## src/hdl/tks_consts.svh

```systemverilog
// Offsets, field positions, reset values and counts of the touch key scan block
`ifndef TKS_CONSTS_SVH
`define TKS_CONSTS_SVH

`define TKS_ADDR_W          4
`define TKS_OFF_PRELOAD     4'h0
`define TKS_OFF_SCAN_CTRL   4'h1
`define TKS_OFF_OSC_SEL     4'h2
`define TKS_OFF_CAL_LO      4'h3
`define TKS_OFF_CAL_HI      4'h4
`define TKS_OFF_FREQ_LO     4'h5
`define TKS_OFF_FREQ_HI     4'h6
`define TKS_OFF_REFCAP_LO   4'h7
`define TKS_OFF_REFCAP_HI   4'h8
`define TKS_OFF_MOD_CTRL_A  4'h9
`define TKS_OFF_MOD_CTRL_B  4'hA
`define TKS_OFF_IRQ_STAT    4'hB
`define TKS_OFF_IRQ_MASK    4'hC

`define TKS_SC_WIN_OV       6
`define TKS_SC_START        5
`define TKS_SC_FREQ_OV      4
`define TKS_SC_CAL_OV       3
`define TKS_MB_SLOT_SRC     7
`define TKS_MB_REF_OSC_EN   5
`define TKS_MB_KEY_OSC_EN   4
`define TKS_MB_IMPL_MASK    8'hBF
`define TKS_SC_IMPL_MASK    8'h7B
`define TKS_REFCAP_HI_MASK  8'h03

`define TKS_IRQ_WIN         0
`define TKS_IRQ_FREQ        1
`define TKS_IRQ_CAL         2

`define TKS_OSC_SEL_RESET   2'h3
`define TKS_DIV_LAST        5'h1F
`define TKS_SLOT_LAST       8'hFF
`define TKS_CNT_LAST        16'hFFFF
`define TKS_SYS_DIV4_SEL    2'h2

`endif

```

## src/hdl/tks_pkg.sv

```systemverilog
// Types of the touch key scan block
package tks_pkg;
    typedef enum logic [1:0] {
        TKS_IDLE = 2'b00,
        TKS_RUN  = 2'b01,
        TKS_DONE = 2'b10
    } tks_state_e;
endpackage : tks_pkg

```

## src/hdl/tks_scan_top.sv

```systemverilog
// Touch key scan counters with register port and interrupt
//
// Decided for this implementation: the address map and the address-and-strobe port.
`include "tks_consts.svh"

module tks_scan_top (
    input  wire logic                     ref_clk,
    input  wire logic                     reset,
    input  wire logic [`TKS_ADDR_W-1:0]   regAddr,
    input  wire logic [7:0]               regWrData,
    input  wire logic                     regWrite,
    input  wire logic                     regRead,
    output logic      [7:0]               regRdData_r,
    output logic                          irq_r,
    input  wire logic                     keyOscIn,
    input  wire logic                     refOscIn,
    output logic                          keyOscRun_r,
    output logic                          refOscRun_r,
    output logic      [1:0]               oscRange_r,
    output logic      [3:0]               touchPinSel_r,
    output logic      [7:0]               modCtrlA_r,
    output logic      [9:0]               refCap_r
);
    tks_pkg::tks_state_e state_r;
    tks_pkg::tks_state_e state_nxt;

    logic [7:0]  slotPreload_r;
    logic [7:0]  scanCtrl_r;
    logic [7:0]  modCtrlB_r;
    logic [7:0]  slotCnt_r;
    logic [4:0]  unitDiv_r;
    logic [15:0] freqCnt_r;
    logic [15:0] calCnt_r;
    logic [2:0]  sysPre_r;
    logic        startPrev_r;
    logic [2:0]  irqStat_r;
    logic [2:0]  irqMask_r;
    logic        keyRise;
    logic        refRise;
    logic        scanStart;
    logic        startRise;
    logic        running;
    logic        slotTick;
    logic        calTick;
    logic        slotOvf;
    logic        freqOvf;
    logic        calOvf;
    logic        wrScanCtrl;
    logic        rdStat;
    logic [7:0]  rdMux;

    // Tick when low prescaler bits below the divide code are all ones
    function automatic logic divTick(input logic [1:0] sel, input logic [2:0] pre);
        logic t;
        t = 1'b0;
        case (sel)
            2'h0:    t = 1'b1;
            2'h1:    t = pre[0];
            2'h2:    t = &pre[1:0];
            2'h3:    t = &pre;
            default: t = 1'b1;
        endcase
        return t;
    endfunction : divTick

    tks_osc_sync u_keySync (
        .ref_clk (ref_clk),
        .reset   (reset),
        .oscIn   (keyOscIn),
        .oscRise (keyRise)
    );

    tks_osc_sync u_refSync (
        .ref_clk (ref_clk),
        .reset   (reset),
        .oscIn   (refOscIn),
        .oscRise (refRise)
    );

    assign scanStart  = scanCtrl_r[`TKS_SC_START];
    assign startRise  = scanStart & ~startPrev_r;
    assign running    = (state_r == tks_pkg::TKS_RUN);
    assign wrScanCtrl = regWrite && (regAddr == `TKS_OFF_SCAN_CTRL);
    assign rdStat     = regRead && (regAddr == `TKS_OFF_IRQ_STAT);

    // Slot clock source select
    assign slotTick = modCtrlB_r[`TKS_MB_SLOT_SRC] ? divTick(`TKS_SYS_DIV4_SEL, sysPre_r) : refRise;
    assign calTick  = divTick(scanCtrl_r[1:0], sysPre_r);

    // Overflow at divider and slot counter wrap together
    assign slotOvf = running && slotTick && (unitDiv_r == `TKS_DIV_LAST)
                     && (slotCnt_r == `TKS_SLOT_LAST);
    assign freqOvf = running && keyRise && (freqCnt_r == `TKS_CNT_LAST);
    assign calOvf  = running && calTick && (calCnt_r == `TKS_CNT_LAST);

    // Scan sequencer
    always_comb begin
        state_nxt = state_r;
        case (state_r)
            tks_pkg::TKS_IDLE: begin
                if (startRise) begin
                    state_nxt = tks_pkg::TKS_RUN;
                end
            end
            tks_pkg::TKS_RUN: begin
                if (!scanStart) begin
                    state_nxt = tks_pkg::TKS_IDLE;
                end else if (slotOvf) begin
                    state_nxt = tks_pkg::TKS_DONE;
                end
            end
            tks_pkg::TKS_DONE: begin
                if (!scanStart) begin
                    state_nxt = tks_pkg::TKS_IDLE;
                end
            end
            default: state_nxt = tks_pkg::TKS_IDLE;
        endcase
    end

    always_ff @(posedge ref_clk or posedge reset) begin
        if (reset) begin
            state_r     <= tks_pkg::TKS_IDLE;
            startPrev_r <= 1'b0;
        end else begin
            state_r     <= state_nxt;
            startPrev_r <= scanStart;
        end
    end

    // System clock prescaler, aligned to scan start
    always_ff @(posedge ref_clk or posedge reset) begin
        if (reset) begin
            sysPre_r <= 3'h0;
        end else if (!running) begin
            sysPre_r <= 3'h0;
        end else begin
            sysPre_r <= sysPre_r + 3'h1;
        end
    end

    // Unit period divider
    always_ff @(posedge ref_clk or posedge reset) begin
        if (reset) begin
            unitDiv_r <= 5'h0;
        end else if (!scanStart) begin
            unitDiv_r <= 5'h0;
        end else if (running && slotTick) begin
            unitDiv_r <= unitDiv_r + 5'h1;
        end
    end

    // Slot counter, loaded at start, kept while idle
    always_ff @(posedge ref_clk or posedge reset) begin
        if (reset) begin
            slotCnt_r <= 8'h0;
        end else if (startRise) begin
            slotCnt_r <= slotPreload_r;
        end else if (running && slotTick && (unitDiv_r == `TKS_DIV_LAST)) begin
            slotCnt_r <= slotCnt_r + 8'h1;
        end
    end

    // Capacitance to frequency counter
    always_ff @(posedge ref_clk or posedge reset) begin
        if (reset) begin
            freqCnt_r <= 16'h0;
        end else if (!scanStart) begin
            freqCnt_r <= 16'h0;
        end else if (running && keyRise) begin
            freqCnt_r <= freqCnt_r + 16'h1;
        end
    end

    // Calibration counter
    always_ff @(posedge ref_clk or posedge reset) begin
        if (reset) begin
            calCnt_r <= 16'h0;
        end else if (!scanStart) begin
            calCnt_r <= 16'h0;
        end else if (running && calTick) begin
            calCnt_r <= calCnt_r + 16'h1;
        end
    end

    // Scan control: flags set by hardware, only cleared by software
    always_ff @(posedge ref_clk or posedge reset) begin
        if (reset) begin
            scanCtrl_r <= 8'h0;
        end else begin
            if (wrScanCtrl) begin
                scanCtrl_r[`TKS_SC_START] <= regWrData[`TKS_SC_START];
                scanCtrl_r[1:0]           <= regWrData[1:0];
            end
            scanCtrl_r[`TKS_SC_WIN_OV] <= slotOvf | (scanCtrl_r[`TKS_SC_WIN_OV]
                & ~(wrScanCtrl & ~regWrData[`TKS_SC_WIN_OV]));
            scanCtrl_r[`TKS_SC_FREQ_OV] <= freqOvf | (scanCtrl_r[`TKS_SC_FREQ_OV]
                & ~(wrScanCtrl & ~regWrData[`TKS_SC_FREQ_OV]));
            scanCtrl_r[`TKS_SC_CAL_OV] <= calOvf | (scanCtrl_r[`TKS_SC_CAL_OV]
                & ~(wrScanCtrl & ~regWrData[`TKS_SC_CAL_OV]));
            scanCtrl_r[7] <= 1'b0;
            scanCtrl_r[2] <= 1'b0;
        end
    end

    // Plain read-write registers
    always_ff @(posedge ref_clk or posedge reset) begin
        if (reset) begin
            slotPreload_r <= 8'h0;
            oscRange_r    <= `TKS_OSC_SEL_RESET;
            refCap_r      <= 10'h0;
            modCtrlA_r    <= 8'h0;
            modCtrlB_r    <= 8'h0;
            irqMask_r     <= 3'h0;
        end else if (regWrite) begin
            case (regAddr)
                `TKS_OFF_PRELOAD:    slotPreload_r <= regWrData;
                `TKS_OFF_OSC_SEL:    oscRange_r    <= regWrData[1:0];
                `TKS_OFF_REFCAP_LO:  refCap_r[7:0] <= regWrData;
                `TKS_OFF_REFCAP_HI:  refCap_r[9:8] <= regWrData[1:0];
                `TKS_OFF_MOD_CTRL_A: modCtrlA_r    <= regWrData;
                `TKS_OFF_MOD_CTRL_B: modCtrlB_r    <= regWrData & `TKS_MB_IMPL_MASK;
                `TKS_OFF_IRQ_MASK:   irqMask_r     <= regWrData[2:0];
                default: begin
                end
            endcase
        end
    end

    // Oscillator enables and pin function select
    always_ff @(posedge ref_clk or posedge reset) begin
        if (reset) begin
            keyOscRun_r   <= 1'b0;
            refOscRun_r   <= 1'b0;
            touchPinSel_r <= 4'h0;
        end else begin
            keyOscRun_r   <= (state_nxt == tks_pkg::TKS_RUN) && modCtrlB_r[`TKS_MB_KEY_OSC_EN];
            refOscRun_r   <= (state_nxt == tks_pkg::TKS_RUN) && modCtrlB_r[`TKS_MB_REF_OSC_EN];
            touchPinSel_r <= modCtrlB_r[3:0];
        end
    end

    // Sticky interrupt status, cleared by read; set wins
    always_ff @(posedge ref_clk or posedge reset) begin
        if (reset) begin
            irqStat_r <= 3'h0;
            irq_r     <= 1'b0;
        end else begin
            irqStat_r[`TKS_IRQ_WIN]  <= slotOvf | (irqStat_r[`TKS_IRQ_WIN] & ~rdStat);
            irqStat_r[`TKS_IRQ_FREQ] <= freqOvf | (irqStat_r[`TKS_IRQ_FREQ] & ~rdStat);
            irqStat_r[`TKS_IRQ_CAL]  <= calOvf | (irqStat_r[`TKS_IRQ_CAL] & ~rdStat);
            irq_r                    <= |(irqStat_r & irqMask_r);
        end
    end

    // Read multiplexer
    always_comb begin
        rdMux = 8'h0;
        case (regAddr)
            `TKS_OFF_PRELOAD:    rdMux = slotPreload_r;
            `TKS_OFF_SCAN_CTRL:  rdMux = scanCtrl_r & `TKS_SC_IMPL_MASK;
            `TKS_OFF_OSC_SEL:    rdMux = {6'h0, oscRange_r};
            `TKS_OFF_CAL_LO:     rdMux = calCnt_r[7:0];
            `TKS_OFF_CAL_HI:     rdMux = calCnt_r[15:8];
            `TKS_OFF_FREQ_LO:    rdMux = freqCnt_r[7:0];
            `TKS_OFF_FREQ_HI:    rdMux = freqCnt_r[15:8];
            `TKS_OFF_REFCAP_LO:  rdMux = refCap_r[7:0];
            `TKS_OFF_REFCAP_HI:  rdMux = {6'h0, refCap_r[9:8]};
            `TKS_OFF_MOD_CTRL_A: rdMux = modCtrlA_r;
            `TKS_OFF_MOD_CTRL_B: rdMux = modCtrlB_r;
            `TKS_OFF_IRQ_STAT:   rdMux = {5'h0, irqStat_r};
            `TKS_OFF_IRQ_MASK:   rdMux = {5'h0, irqMask_r};
            default:             rdMux = 8'h0;
        endcase
    end

    always_ff @(posedge ref_clk or posedge reset) begin
        if (reset) begin
            regRdData_r <= 8'h0;
        end else if (regRead) begin
            regRdData_r <= rdMux;
        end else begin
            regRdData_r <= 8'h0;
        end
    end
endmodule : tks_scan_top

```

## src/hdl/tks_osc_sync.sv

```systemverilog
// Two-stage synchroniser with rising edge pulse for an oscillator input
module tks_osc_sync (
    input  wire logic ref_clk,
    input  wire logic reset,
    input  wire logic oscIn,
    output logic      oscRise
);
    logic meta_r;
    logic sync_r;
    logic prev_r;

    always_ff @(posedge ref_clk or posedge reset) begin
        if (reset) begin
            meta_r  <= 1'b0;
            sync_r  <= 1'b0;
            prev_r  <= 1'b0;
            oscRise <= 1'b0;
        end else begin
            meta_r  <= oscIn;
            sync_r  <= meta_r;
            prev_r  <= sync_r;
            oscRise <= sync_r & ~prev_r;
        end
    end
endmodule : tks_osc_sync

```

## config.mk

```make
export PLATFORM = sky130hd
export DESIGN_NAME = tks_scan_top
export DESIGN_NICKNAME = d
export VERILOG_FILES = /design/src/hdl/tks_pkg.sv /design/src/hdl/tks_scan_top.sv /design/src/hdl/tks_osc_sync.sv
export VERILOG_INCLUDE_DIRS = /design/src /design/src/hdl
export SDC_FILE = /design/constraint.sdc
export NUM_CORES = 1
export LEC_CHECK = 0
export BUFFER_PORTS_ARGS = -buffer_cell sky130_fd_sc_hd__buf_2
export CORE_UTILIZATION = 64
export CTS_CLUSTER_SIZE = 20
export DETAILED_ROUTE_END_ITERATION = 8
export HOLD_SLACK_MARGIN = 0.12
export PLACE_DENSITY = 0.93
export REMOVE_ABC_BUFFERS = 1
export SLEW_MARGIN = 10
export SYNTH_ARGS = -nofsm -noshare
export SYNTH_HDL_FRONTEND = slang
export SYNTH_SLANG_ARGS = --single-unit
```

## constraint.sdc

```tcl
create_clock -name ref_clk -period 5.8 [get_ports ref_clk]
set_input_delay 0.29 -clock ref_clk [delete_from_list [all_inputs] [get_ports ref_clk]]
set_output_delay 0.29 -clock ref_clk [all_outputs]
set_load 0.005 [all_outputs]
```

==> results of run 1 <==
[sequential cells by signal (all words and copies together) (netlist names), 4 cells and up]
signal / flops
regRdData_r: 8
refCap_r: 10
freqCnt_r: 16
modCtrlB_r: 7
modCtrlA_r: 8
scanCtrl_r: 6
touchPinSel_r: 4
slotPreload_r: 8
calCnt_r: 16
unitDiv_r: 5
slotCnt_r: 8
[report_power, final]
part	leakage, nW	internal, W	switching [W]
sequential	1.57	0.000974	0.000145
combinational	1.17	0.000176	0.000202
clock	0.314	0.000776	0.000386
[routing by layer]
layer,wire length [µm],up-vias,part of all wire
met4,561,0,0.033
met5,0,-,0
li1,-,2096,-
met3,1380,51,0.081
met1,6640,2469,0.39
met2,8410,270,0.49
[synthesized netlist by cell type (all sizes together), types with 2 or more instances]
| library cell | instances |
|---|---|
| clkbuf | 13 |
| xor2 | 9 |
| a222oi | 2 |
| xnor2 | 12 |
| nand3 | 25 |
| a22o | 9 |
| a211oi | 3 |
| a22oi | 3 |
| nor3 | 5 |
| buf | 10 |
| nand3b | 9 |
| a32oi | 4 |
| mux2i | 11 |
| o211ai | 2 |
| o31ai | 6 |
| nor4b | 6 |
| a2bb2oi | 2 |
| a21oi | 29 |
| nand2b | 7 |
| ha | 7 |
| and3b | 2 |
| dfrtp | 119 |
| or3 | 9 |
| nor2b | 12 |
| or4 | 10 |
| a21o | 3 |
| and4b | 4 |
| o21ai | 30 |
| a31oi | 4 |
| nand2 | 33 |
| nand4 | 11 |
| dfstp | 2 |
| nor2 | 26 |
| inv | 11 |
| o211a | 2 |
| and2 | 7 |
| mux2 | 50 |
| nor4 | 5 |
| and3 | 7 |
[logic make-up (layout without fill, tap and decap cells)]
family                   Yosys count  in the layout  synth area share
AND/OR/NAND/NOR                  183            183             0.180
flip-flops                       121            121             0.513
AO/OA/AOI/OAI                    107            107             0.118
multiplexers                      62             62             0.118
buffers and inverters             35            105            0.0246
XOR/XNOR                          21             21            0.0312
adder cells (fa/ha/maj)            7              7            0.0148
[worst max-delay path, delay by kind of cell, from the launching register on]
family | cells | cell delay [ns]
AOI/OAI and AO/OA | 3 | 1.26
adders and majority gates | 2 | 0.44
DFF | 1 | 0.40
muxes | 1 | 0.32
[repair_timing]
item / in CTS / in global routing
hold endpoints to repair: 61 / 0
buffers inserted: 0 / 0
hold buffers: 6 / 0
[metrics by stage]
stage	total power (W)	std cells	hold WS [ns]	setup WS, ns	area, µm²
final	0.00266	714	0.138	3.30	6940
after global routing	0.00274	714	0.136	3.09	6940
after CTS	0.00265	714	0.122	3.29	6940
after detailed placement	0.00148	676	0.338	3.25	6220
after global placement	0.00145	676	0.334	3.44	6220
after floorplan	0.00130	513	0.321	2.30	5800
[layout by cell type (no fill, tap or decap), types with 8 or more instances in the layout]
cell type and instances:
nand3b_1 9, buf_2 52, a21oi_1 29, nor2b_1 12, mux2_2 50, mux2i_1 11, xnor2_1 12, nand3_1 24
nand2_1 33, xor2_1 9, clkbuf_16 16, a22o_1 9, nor2_1 26, or3_1 8, nand4_1 10, dfrtp_1 119
o21ai_0 29, inv_1 10, or4_1 8
[worst max path at each step]
stage                                     start                        end  slack (ns)  depth (start not counted)
after floorplan                           reset    calCnt_r[0]$_DFFE_PP0P_        2.30                          1
after global placement               regAddr[3]  modCtrlA_r[2]$_DFFE_PP0P_        3.44                          5
after detailed placement             regAddr[3]  modCtrlA_r[3]$_DFFE_PP0P_        3.25                          5
after CTS                 sysPre_r[0]$_DFF_PP0_    calCnt_r[7]$_DFFE_PP0P_        3.29                          6
after global routing      sysPre_r[0]$_DFF_PP0_    calCnt_r[7]$_DFFE_PP0P_        3.09                          6
final                     sysPre_r[0]$_DFF_PP0_    calCnt_r[7]$_DFFE_PP0P_        3.30                          6
[cell type report]
class	instances	share of cell area
clock inverter	11	0.0278
tap	108	0.0195
sequential	121	0.437
clock buffer	21	0.0662
multi-input combinational	380	0.393
timing repair buffer	61	0.0494
inverter	12	0.00686
==> results.json, run 1 <==
{
  "hold_path.class": "in -> reg",
  "fillCellCount": 522,
  "clock_latency_ns": 0.52,
  "synth-edff-count": 0,
  "synth-seq-cells": 121,
  "dieArea_mm2": 0.00961,
  "regArea_mm2": 0.00303,
  "drv_cap": 0,
  "p_per_area_mw_per_mm2": 383,
  "grt_max_degree": 72,
  "use_met2": 0.626,
  "synth-async-reset-ratio": 1.00,
  "synthCells": 536,
  "ctsResizeCount": 0,
  "detail_route.vias_per_cell": 6.84,
  "critPathMaxStageDelay_ns": 0.78,
  "post-dp-hpwl_um": 11300,
  "gp_congestion": 0.945,
  "wl_per_cell_um": 23.8,
  "reg2reg_to": "calCnt_r[7]$_DFFE_PP0P_",
  "min_period_ns": 2.50,
  "crit_path_cell_trace": "ha_1 > ha_1 > mux2_2 > o211ai_1 > o21ai_0 > a21oi_1",
  "cts_buffer_depth": 2,
  "syn_area_mm2": 0.00590,
  "htreeDepth": 4,
  "grt_usage": 0.382,
  "final_layout_size_suffix_gt1_frac": 0.252,
  "synth.avg_cell_area_um2": 11.0,
  "area_growth_pct": 17.5,
  "synth_cell_types": 64,
  "path_class": "reg -> reg",
  "met1_usage": 0.497,
  "finalSetupTns_ns": 0,
  "cp_slowest_cell": "o211ai_1",
  "ys.warnings.count": 0,
  "min_period_over_period": 0.431,
  "reg2reg_depth": 6,
  "startpoint_type": "flop",
  "drt-initial-drc-count": 552,
  "die_h_um": 98.0,
  "cp.arrival_ns": 2.94,
  "grt_busiest_layer": "met2",
  "max_freq_mhz": 400,
  "gr-usage-met3": 0.0730,
  "violations": "design-rule violations",
  "dr.pass1.iters": 9,
  "clk_pin_slew_ns": 0.06,
  "grt_pass1_vias": 4937,
  "die_w_um": 98.0,
  "vdd_ir_drop_max_v": 0.000235,
  "initial_core_util": 0.670,
  "nets": 618,
  "cts_root_buf": "clkbuf_8",
  "required_ns": 6.24,
  "clock_sinks": 121,
  "port_buffers": 52,
  "min_path_cells": 2,
  "endpoint_kind": "flop",
  "path_max_fanout": 14,
  "utilization": 0.788,
  "crit_top_cell": "ha_1",
  "ys.flop_type": "dfrtp_1",
  "antenna_found_initial": 0,
  "setup_viol": 0,
  "hold_end": "modCtrlB_r[5]$_DFFE_PP0P_",
  "antenna_left": 0,
  "r2r_start": "sysPre_r[0]$_DFF_PP0_",
  "outcome": "finished with violations",
  "core_area_mm2": 0.00881,
  "worst-r2r-setup-slack_ns": 3.30,
  "ys_seq_area_frac": 0.513,
  "numCtsBuffers": 17,
  "num_antenna_cells": 0,
  "leakagePower_nw": 3.05,
  "wl_um": 17000,
  "vias": 4886,
  "cts_tree": "yes",
  "multi_input_area_mm2": 0.00273,
  "yosysTopAreaCell": "dfrtp_1",
  "drv_slew": 0,
  "worst_pin_slew_ns": 0.961,
  "drc_errors": 2,
  "synthTopCellsByArea": "dfrtp_1 (50%), mux2_2 (9.5%), a21oi_1 (2.5%), o21ai_0 (2.5%), nand2_1 (2.1%)",
  "num_rows": 34,
  "finalHoldViolations": 0,
  "fin_worst_skew_ns": 0.00980,
  "ios": 53,
  "min_from": "regWrData[5]",
  "grt-ovfl-total": 0,
  "relSlewSlack": 0.357,
  "grt_pass1_wl_um": 27200,
  "rsz0062_at_grt": "false",
  "yosysTopAreaCellShare": 0.504
}
Power figures use the tool's default switching activity.
==> run 2, diff against run 1 <==
--- a/config.mk
+++ b/config.mk
@@ -6,12 +6,13 @@
 export SDC_FILE = /design/constraint.sdc
 export NUM_CORES = 1
 export LEC_CHECK = 0
+export ABC_AREA = 1
 export BUFFER_PORTS_ARGS = -buffer_cell sky130_fd_sc_hd__buf_2
-export CORE_UTILIZATION = 64
+export CORE_UTILIZATION = 60
 export CTS_CLUSTER_SIZE = 20
 export DETAILED_ROUTE_END_ITERATION = 8
 export HOLD_SLACK_MARGIN = 0.12
-export PLACE_DENSITY = 0.93
+export PLACE_DENSITY = 0.88
 export REMOVE_ABC_BUFFERS = 1
 export SLEW_MARGIN = 10
 export SYNTH_ARGS = -nofsm -noshare
==> constraint.sdc (replaced) <==
create_clock -name ref_clk -period 2.4 [get_ports ref_clk]
set_input_delay 0.12 -clock ref_clk [delete_from_list [all_inputs] [get_ports ref_clk]]
set_output_delay 0.12 -clock ref_clk [all_outputs]
set_load 0.005 [all_outputs]
==> run 2 against run 1 <==
  * The run now ends clean
  * Cell area is 4.3% higher
  * Register-to-register slack got worse by 2.7 ns
  * Sequential share of layout area shrank 1.8 points
  * Fmax rose by 38%
  * Hold slack gained 0.024 ns
  * Synthesized cell count rose by 53%
  * Global-route usage fell by 3.9 points
  * Flip-flop and latch count stayed put
  * Core utilization is 5.1 points lower
  * Largest cell class unchanged
  * Highest routed layer unchanged
==> results.json, run 2 <==
{
  "layoutNonFillerInstCount": 1043,
  "crit_path_cell_trace": "ha_1 > ha_1 > nand2_1 > nand3_1 > nand3_2 > nand2_2 > inv_1 > o21ai_0",
  "worst-r2r-setup-slack_ns": 0.59,
  "antenna_left": 0,
  "p_sw_w": 0.00184,
  "dr.pass1.iters": 6,
  "grt_pass1_vias": 5619,
  "ios": 53,
  "dp_cells": 996,
  "antenna_found_initial": 0,
  "grt_max_degree": 46,
  "setup_slack_ns": 0.586,
  "numCtsBuffers": 17,
  "core_area_mm2": 0.00982,
  "min_period_ns": 1.81,
  "required_ns": 2.80,
  "outcome": "complete, no violations",
  "leakagePower_nw": 3.67,
  "final_layout_size_suffix_gt1_frac": 0.126,
  "yosysTopAreaCellShare": 0.486,
  "clockPowerShare": 0.399,
  "reg2reg_to": "calCnt_r[11]$_DFFE_PP0P_",
  "final_common_cell": "nand2_1",
  "clock_latency_ns": 0.54,
  "ys.flop_type": "dfrtp_1",
  "endpoint_kind": "flop",
  "wl_per_cell_um": 15.6,
  "initial_core_util": 0.624,
  "ys_seq_area_frac": 0.494,
  "clock_sinks": 121,
  "p_seq_frac": 0.436,
  "synth-seq-cells": 121,
  "setup_viol": 0,
  "port_buffers": 52,
  "gp_congestion": 0.916,
  "finalHoldViolations": 0,
  "grt_pass1_wl_um": 26900,
  "die_w_um": 103,
  "detail_route.vias_per_cell": 5.60,
  "rsz0062_at_grt": "false",
  "htreeDepth": 4,
  "crit_top_cell": "ha_1",
  "clk_pin_slew_ns": 0.06,
  "yosys-top-cells-count": "nand2_1 (273), dfrtp_1 (119), nor2_1 (106), inv_1 (82), o21ai_0 (74)",
  "cp_slowest_cell": "dfrtp_1",
  "intPower_w": 0.00408,
  "synth_most_common_cell": "nand2_1",
  "grt_usage": 0.343,
  "vias": 5838,
  "drv_slew": 0,
  "layout_common_cells": "nand2_1 (273), dfrtp_1 (119), nor2_1 (106), inv_1 (81), o21ai_0 (74)",
  "reg_top3": "calCnt_r (16), freqCnt_r (16), refCap_r (10)",
  "cts_tree": "yes",
  "combPwrFrac": 0.164,
  "switching_share": 0.311,
  "path_class": "reg -> reg",
  "synthCells": 819,
  "num_rows": 36,
  "grt-ovfl-total": 0,
  "critPathMaxStageDelay_ns": 0.40,
  "max_freq_mhz": 551,
  "die_h_um": 103,
  "post-place-ws_ns": 0.617,
  "startpoint_type": "flop",
  "wl_um": 16300,
  "fillCellCount": 734,
  "crit_family": "simple AND/OR/NAND/NOR gates",
  "hold_path.class": "in -> async",
  "synth-edff-count": 0,
  "worst_pin_slew_ns": 0.515,
  "r2r_start": "sysPre_r[0]$_DFF_PP0_",
  "synth_cell_types": 31,
  "finalHoldWorstSlack_ns": 0.161,
  "path_max_fanout": 11,
  "relSlewSlack": 0.656,
  "synthTopCellsByArea": "dfrtp_1 (49%), nand2_1 (17%), nor2_1 (6.5%), o21ai_0 (6.0%), nand3_1 (5.6%)",
  "drc_errors": 0,
  "cp_num_buf_inv": 1,
  "utilization": 0.737,
  "yosysTopAreaCell": "dfrtp_1",
  "dieArea_mm2": 0.0106,
  "ctsResizeCount": 0,
  "fin_worst_skew_ns": 0.00979,
  "ys.warnings.count": 0,
  "area_growth_pct": 18.0,
  "syn_area_mm2": 0.00613,
  "post-dp-hpwl_um": 11000,
  "cts_buffer_depth": 2,
  "drv_cap": 0,
  "vdd_ir_drop_max_v": 0.000915,
  "cts_root_buf": "clkbuf_8",
  "nets": 922,
  "synth.avg_cell_area_um2": 7.49,
  "min_period_over_period": 0.756,
  "drt-initial-drc-count": 414,
  "reg2reg_depth": 8,
  "num_antenna_cells": 0,
  "cp.arrival_ns": 2.22,
  "synth-async-reset-ratio": 1.00,
  "p_per_area_mw_per_mm2": 819
}
-- run 2: changes by cell type in the layout (fill, tap and decap cells not counted), moves of 10 or more --
cell,before,now
nand3_1,24,68
o21ai_0,29,74
mux2i_1,11,0
nor2b_1,12,0
a21oi_1,29,17
nand2_1,33,273
inv_1,10,81
mux2_2,50,0
xnor2_1,12,2
nor2_1,26,106
-- run 2: layout make-up --
| cell class | count | area (µm²) | area share |
|---|---|---|---|
| Clock buffer | 18 | 428 | 0.0591 |
| Clock inverter | 14 | 123 | 0.0169 |
| Inverter | 85 | 322 | 0.0444 |
| Multi-Input combinational cell | 599 | 2700 | 0.373 |
| Sequential cell | 121 | 3030 | 0.419 |
| Tap cell | 133 | 166 | 0.0230 |
| Timing Repair Buffer | 73 | 468 | 0.0647 |
-- run 2: cell families (layout without fill, tap and decap cells) --
family | after synthesis | in the layout | synth area share
DFF | 121 | 121 | 0.494
adders and majority gates | 7 | 7 | 0.0143
buffers and inverters | 99 | 190 | 0.0655
and+or+nand+nor | 493 | 493 | 0.342
AOI/OAI and AO/OA | 97 | 97 | 0.0810
xor gates and xnor gates | 2 | 2 | 0.00286
-- run 2: power by group through the flow --
| stage | clock network, W | logic, W | registers [W] |
|---|---|---|---|
| 3_5_place_dp | 0 | 0.000919 | 0.00260 |
| 2_1_floorplan | 0 | 0.000573 | 0.00257 |
| 4_1_cts | 0.00238 | 0.000962 | 0.00257 |
| 3_3_place_gp | 0 | 0.000880 | 0.00259 |
| 6_report | 0.00237 | 0.000974 | 0.00258 |
| 5_1_grt | 0.00247 | 0.00111 | 0.00261 |
-- run 2: what timing repair did --
action,4_1_cts,5_1_grt
setup buffers,0,0
endpoints found under the hold margin,178,0
hold buffers,15,0
-- run 2: worst max-delay path by stage --
stage / startpoint / cells past startpoint / endpoint
6_report: sysPre_r[0]$_DFF_PP0_ / 8 / calCnt_r[11]$_DFFE_PP0P_
3_3_place_gp: sysPre_r[0]$_DFF_PP0_ / 8 / calCnt_r[5]$_DFFE_PP0P_
5_1_grt: sysPre_r[0]$_DFF_PP0_ / 8 / calCnt_r[10]$_DFFE_PP0P_
4_1_cts: sysPre_r[0]$_DFF_PP0_ / 8 / calCnt_r[11]$_DFFE_PP0P_
3_5_place_dp: sysPre_r[0]$_DFF_PP0_ / 8 / calCnt_r[12]$_DFFE_PP0P_
2_1_floorplan: reset / 1 / calCnt_r[0]$_DFFE_PP0P_
-- run 2: tightest hold or removal path, cell delays in order --
cell,delay [ns]
dlygate4sd3_1,0.56
buf_2,0.14
inv_4,0.30
-- run 2: per-layer routing --
| layer | track usage | vias to the layer above | wire (µm) |
|---|---|---|---|
| met4 | 0.159 | 0 | 646 |
| met1 | 0.431 | 2655 | 6530 |
| li1 | - | 2763 | - |
| met2 | 0.551 | 344 | 7560 |
| met5 | 0 | - | 0 |
| met3 | 0.0976 | 76 | 1580 |
-- run 2: metrics by stage --
| step | power [W] | instance area (µm²) | setup TNS, ns |
|---|---|---|---|
| after floorplan | 0.00314 | 6050 | -110.92 |
| after global placement | 0.00347 | 6540 | 0 |
| after detailed placement | 0.00351 | 6540 | 0 |
| after CTS | 0.00591 | 7240 | 0 |
| after global routing | 0.00619 | 7240 | 0 |
| final | 0.00592 | 7240 | 0 |
==> run 3, diff against run 2 <==
==> constraint.sdc (replaced) <==
create_clock -name ref_clk -period 1.9 [get_ports ref_clk]
set_input_delay 0.095 -clock ref_clk [delete_from_list [all_inputs] [get_ports ref_clk]]
set_output_delay 0.095 -clock ref_clk [all_outputs]
set_load 0.005 [all_outputs]
==> run 3 against run 2 <==
  * Routed wire length rose by 3.8%
  * Clock skew fell by 0.0030 ns
  * Sequential share of layout area fell by 0.20 points
  * Sequential power rose by 27%
  * Core utilization rose by 0.36 points
  * Register-to-register slack got worse by 0.38 ns
  * Hold slack improved by 0.0050 ns
  * Non-clock buffer count rose by 6
  * Fmax rose by 6.8%
  * Power rose by 25%
==> results.json, run 3 (same netlist as run 2, synthesis figures left out) <==
{
  "outcome": "complete, no violations",
  "numCtsBuffers": 17,
  "finalHoldWorstSlack_ns": 0.166,
  "min_from": "regAddr[1]",
  "hold_path.class": "in -> reg",
  "vdd_ir_drop_max_v": 0.000803,
  "ctsResizeCount": 0,
  "post-place-ws_ns": 0.231,
  "area_growth_pct": 18.6,
  "antenna_found_initial": 0,
  "drv_slew": 0,
  "grt_usage": 0.354,
  "fillCellCount": 741,
  "wl_um": 16900,
  "dieArea_mm2": 0.0106,
  "ios": 53,
  "p_per_area_mw_per_mm2": 1020,
  "die_w_um": 103,
  "dr.pass1.iters": 5,
  "grt-ovfl-total": 0,
  "clock_latency_ns": 0.54,
  "final_layout_size_suffix_gt1_frac": 0.132,
  "grt_pass1_vias": 5581,
  "cts_buffer_depth": 2,
  "required_ns": 2.30,
  "path_class": "reg -> reg",
  "finalHoldViolations": 0,
  "cts_tree": "yes",
  "startpoint_type": "flop",
  "core_area_mm2": 0.00982,
  "drv_cap": 0,
  "reg2reg_depth": 8,
  "clk_pin_slew_ns": 0.06,
  "min_period_ns": 1.70,
  "worst_pin_slew_ns": 0.558,
  "rsz0062_at_grt": "false",
  "layout_common_cells": "nand2_1 (273), dfrtp_1 (119), nor2_1 (106), inv_1 (81), o21ai_0 (74)",
  "detail_route.vias_per_cell": 5.71,
  "min_path_cells": 6,
  "clock_sinks": 121,
  "cts_root_buf": "clkbuf_8",
  "grt_pass1_wl_um": 27400,
  "post-dp-hpwl_um": 11400,
  "min_period_over_period": 0.894,
  "cp.arrival_ns": 2.10,
  "path_max_fanout": 11,
  "wl_per_cell_um": 16.1,
  "htreeDepth": 4,
  "cts_setup_buffers": 0,
  "vias": 5994,
  "fin_worst_skew_ns": 0.00680,
  "leakagePower_nw": 3.70,
  "die_h_um": 103,
  "hold_end": "irqMask_r[0]$_DFFE_PP0P_",
  "max_freq_mhz": 589,
  "antenna_left": 0,
  "reg_top3": "calCnt_r (16), freqCnt_r (16), refCap_r (10)",
  "gp_congestion": 0.939,
  "final_common_cell": "nand2_1",
  "setup_slack_ns": 0.201,
  "reg2reg_to": "calCnt_r[11]$_DFFE_PP0P_",
  "setup_viol": 0,
  "drt-initial-drc-count": 504,
  "num_rows": 36,
  "endpoint_kind": "flop",
  "utilization": 0.740,
  "r2r_start": "sysPre_r[0]$_DFF_PP0_",
  "num_antenna_cells": 0,
  "drc_errors": 0,
  "relSlewSlack": 0.628,
  "grt_max_degree": 45,
  "worst-r2r-setup-slack_ns": 0.20,
  "initial_core_util": 0.624,
  "port_buffers": 52,
  "finalSetupTns_ns": 0,
  "nets": 928
}
run 3: cell types whose count changed in the layout (fill, tap and decap cells not counted):
cell        before  now
buf_4            5   10
clkinv_4         1    3
clkinvlp_4       5    3
buf_12           1    2
bufinv_16        1    0
clkinv_2         4    5
run 3: worst max-delay path: stages (launching register included):
cell,delay (ns)
dfrtp_1,0.40
ha_1,0.24
ha_1,0.19
nand2_1,0.06
nand3_1,0.08
nand3_2,0.10
nand2_2,0.09
inv_1,0.25
o21ai_0,0.15
run 3: per-stage QoR:
stage / area, µm² / instances / power (W)
5_1_grt: 7270 / 1049 / 0.00772
2_1_floorplan: 6050 / 805 / 0.00397
3_5_place_dp: 6590 / 1002 / 0.00446
6_report: 7270 / 1049 / 0.00739
3_3_place_gp: 6590 / 1002 / 0.00441
4_1_cts: 7270 / 1049 / 0.00734
run 3: how the worst max path moves through the flow:
stage,from,endpoint,slack (ns)
after CTS,sysPre_r[0]$_DFF_PP0_,calCnt_r[11]$_DFFE_PP0P_,0.23
final,sysPre_r[0]$_DFF_PP0_,calCnt_r[11]$_DFFE_PP0P_,0.20
after global placement,sysPre_r[0]$_DFF_PP0_,calCnt_r[5]$_DFFE_PP0P_,0.30
after global routing,sysPre_r[0]$_DFF_PP0_,calCnt_r[12]$_DFFE_PP0P_,0.02
after floorplan,reset,calCnt_r[0]$_DFFE_PP0P_,-1.41
after detailed placement,sysPre_r[0]$_DFF_PP0_,calCnt_r[10]$_DFFE_PP0P_,0.23
run 3: what timing repair did:
action / in CTS / in global routing
setup endpoints to repair: 0 / 0
hold buffers: 15 / 0
endpoints found under the hold margin: 155 / 0
run 3: report_power, final:
| part | total [W] | leakage, nW | internal [W] | switching [W] |
|---|---|---|---|---|
| logic | 0.00125 | 1.86 | 0.000462 | 0.000793 |
| clock network | 0.00287 | 0.257 | 0.00164 | 0.00123 |
| registers | 0.00327 | 1.58 | 0.00295 | 0.000319 |
| total | 0.00739 | 3.70 | 0.00505 | 0.00234 |
run 3: metal layers:
metal | part of all wire | wire length, µm | global-route usage
met5 | 0 | 0 | 0
met4 | 0.044 | 740 | 0.190
met3 | 0.093 | 1580 | 0.0868
met2 | 0.47 | 7910 | 0.563
met1 | 0.40 | 6700 | 0.449
run 3: area by class of cell:
| type | instances | area [µm²] | area share |
|---|---|---|---|
| clock inverters | 14 | 100 | 0.0138 |
| repair buffers | 79 | 526 | 0.0723 |
| multi-input cells | 599 | 2700 | 0.371 |
| well taps | 133 | 166 | 0.0229 |
| inverters | 85 | 322 | 0.0442 |
| flip-flops and latches | 121 | 3030 | 0.417 |
| clock buffers | 18 | 428 | 0.0589 |
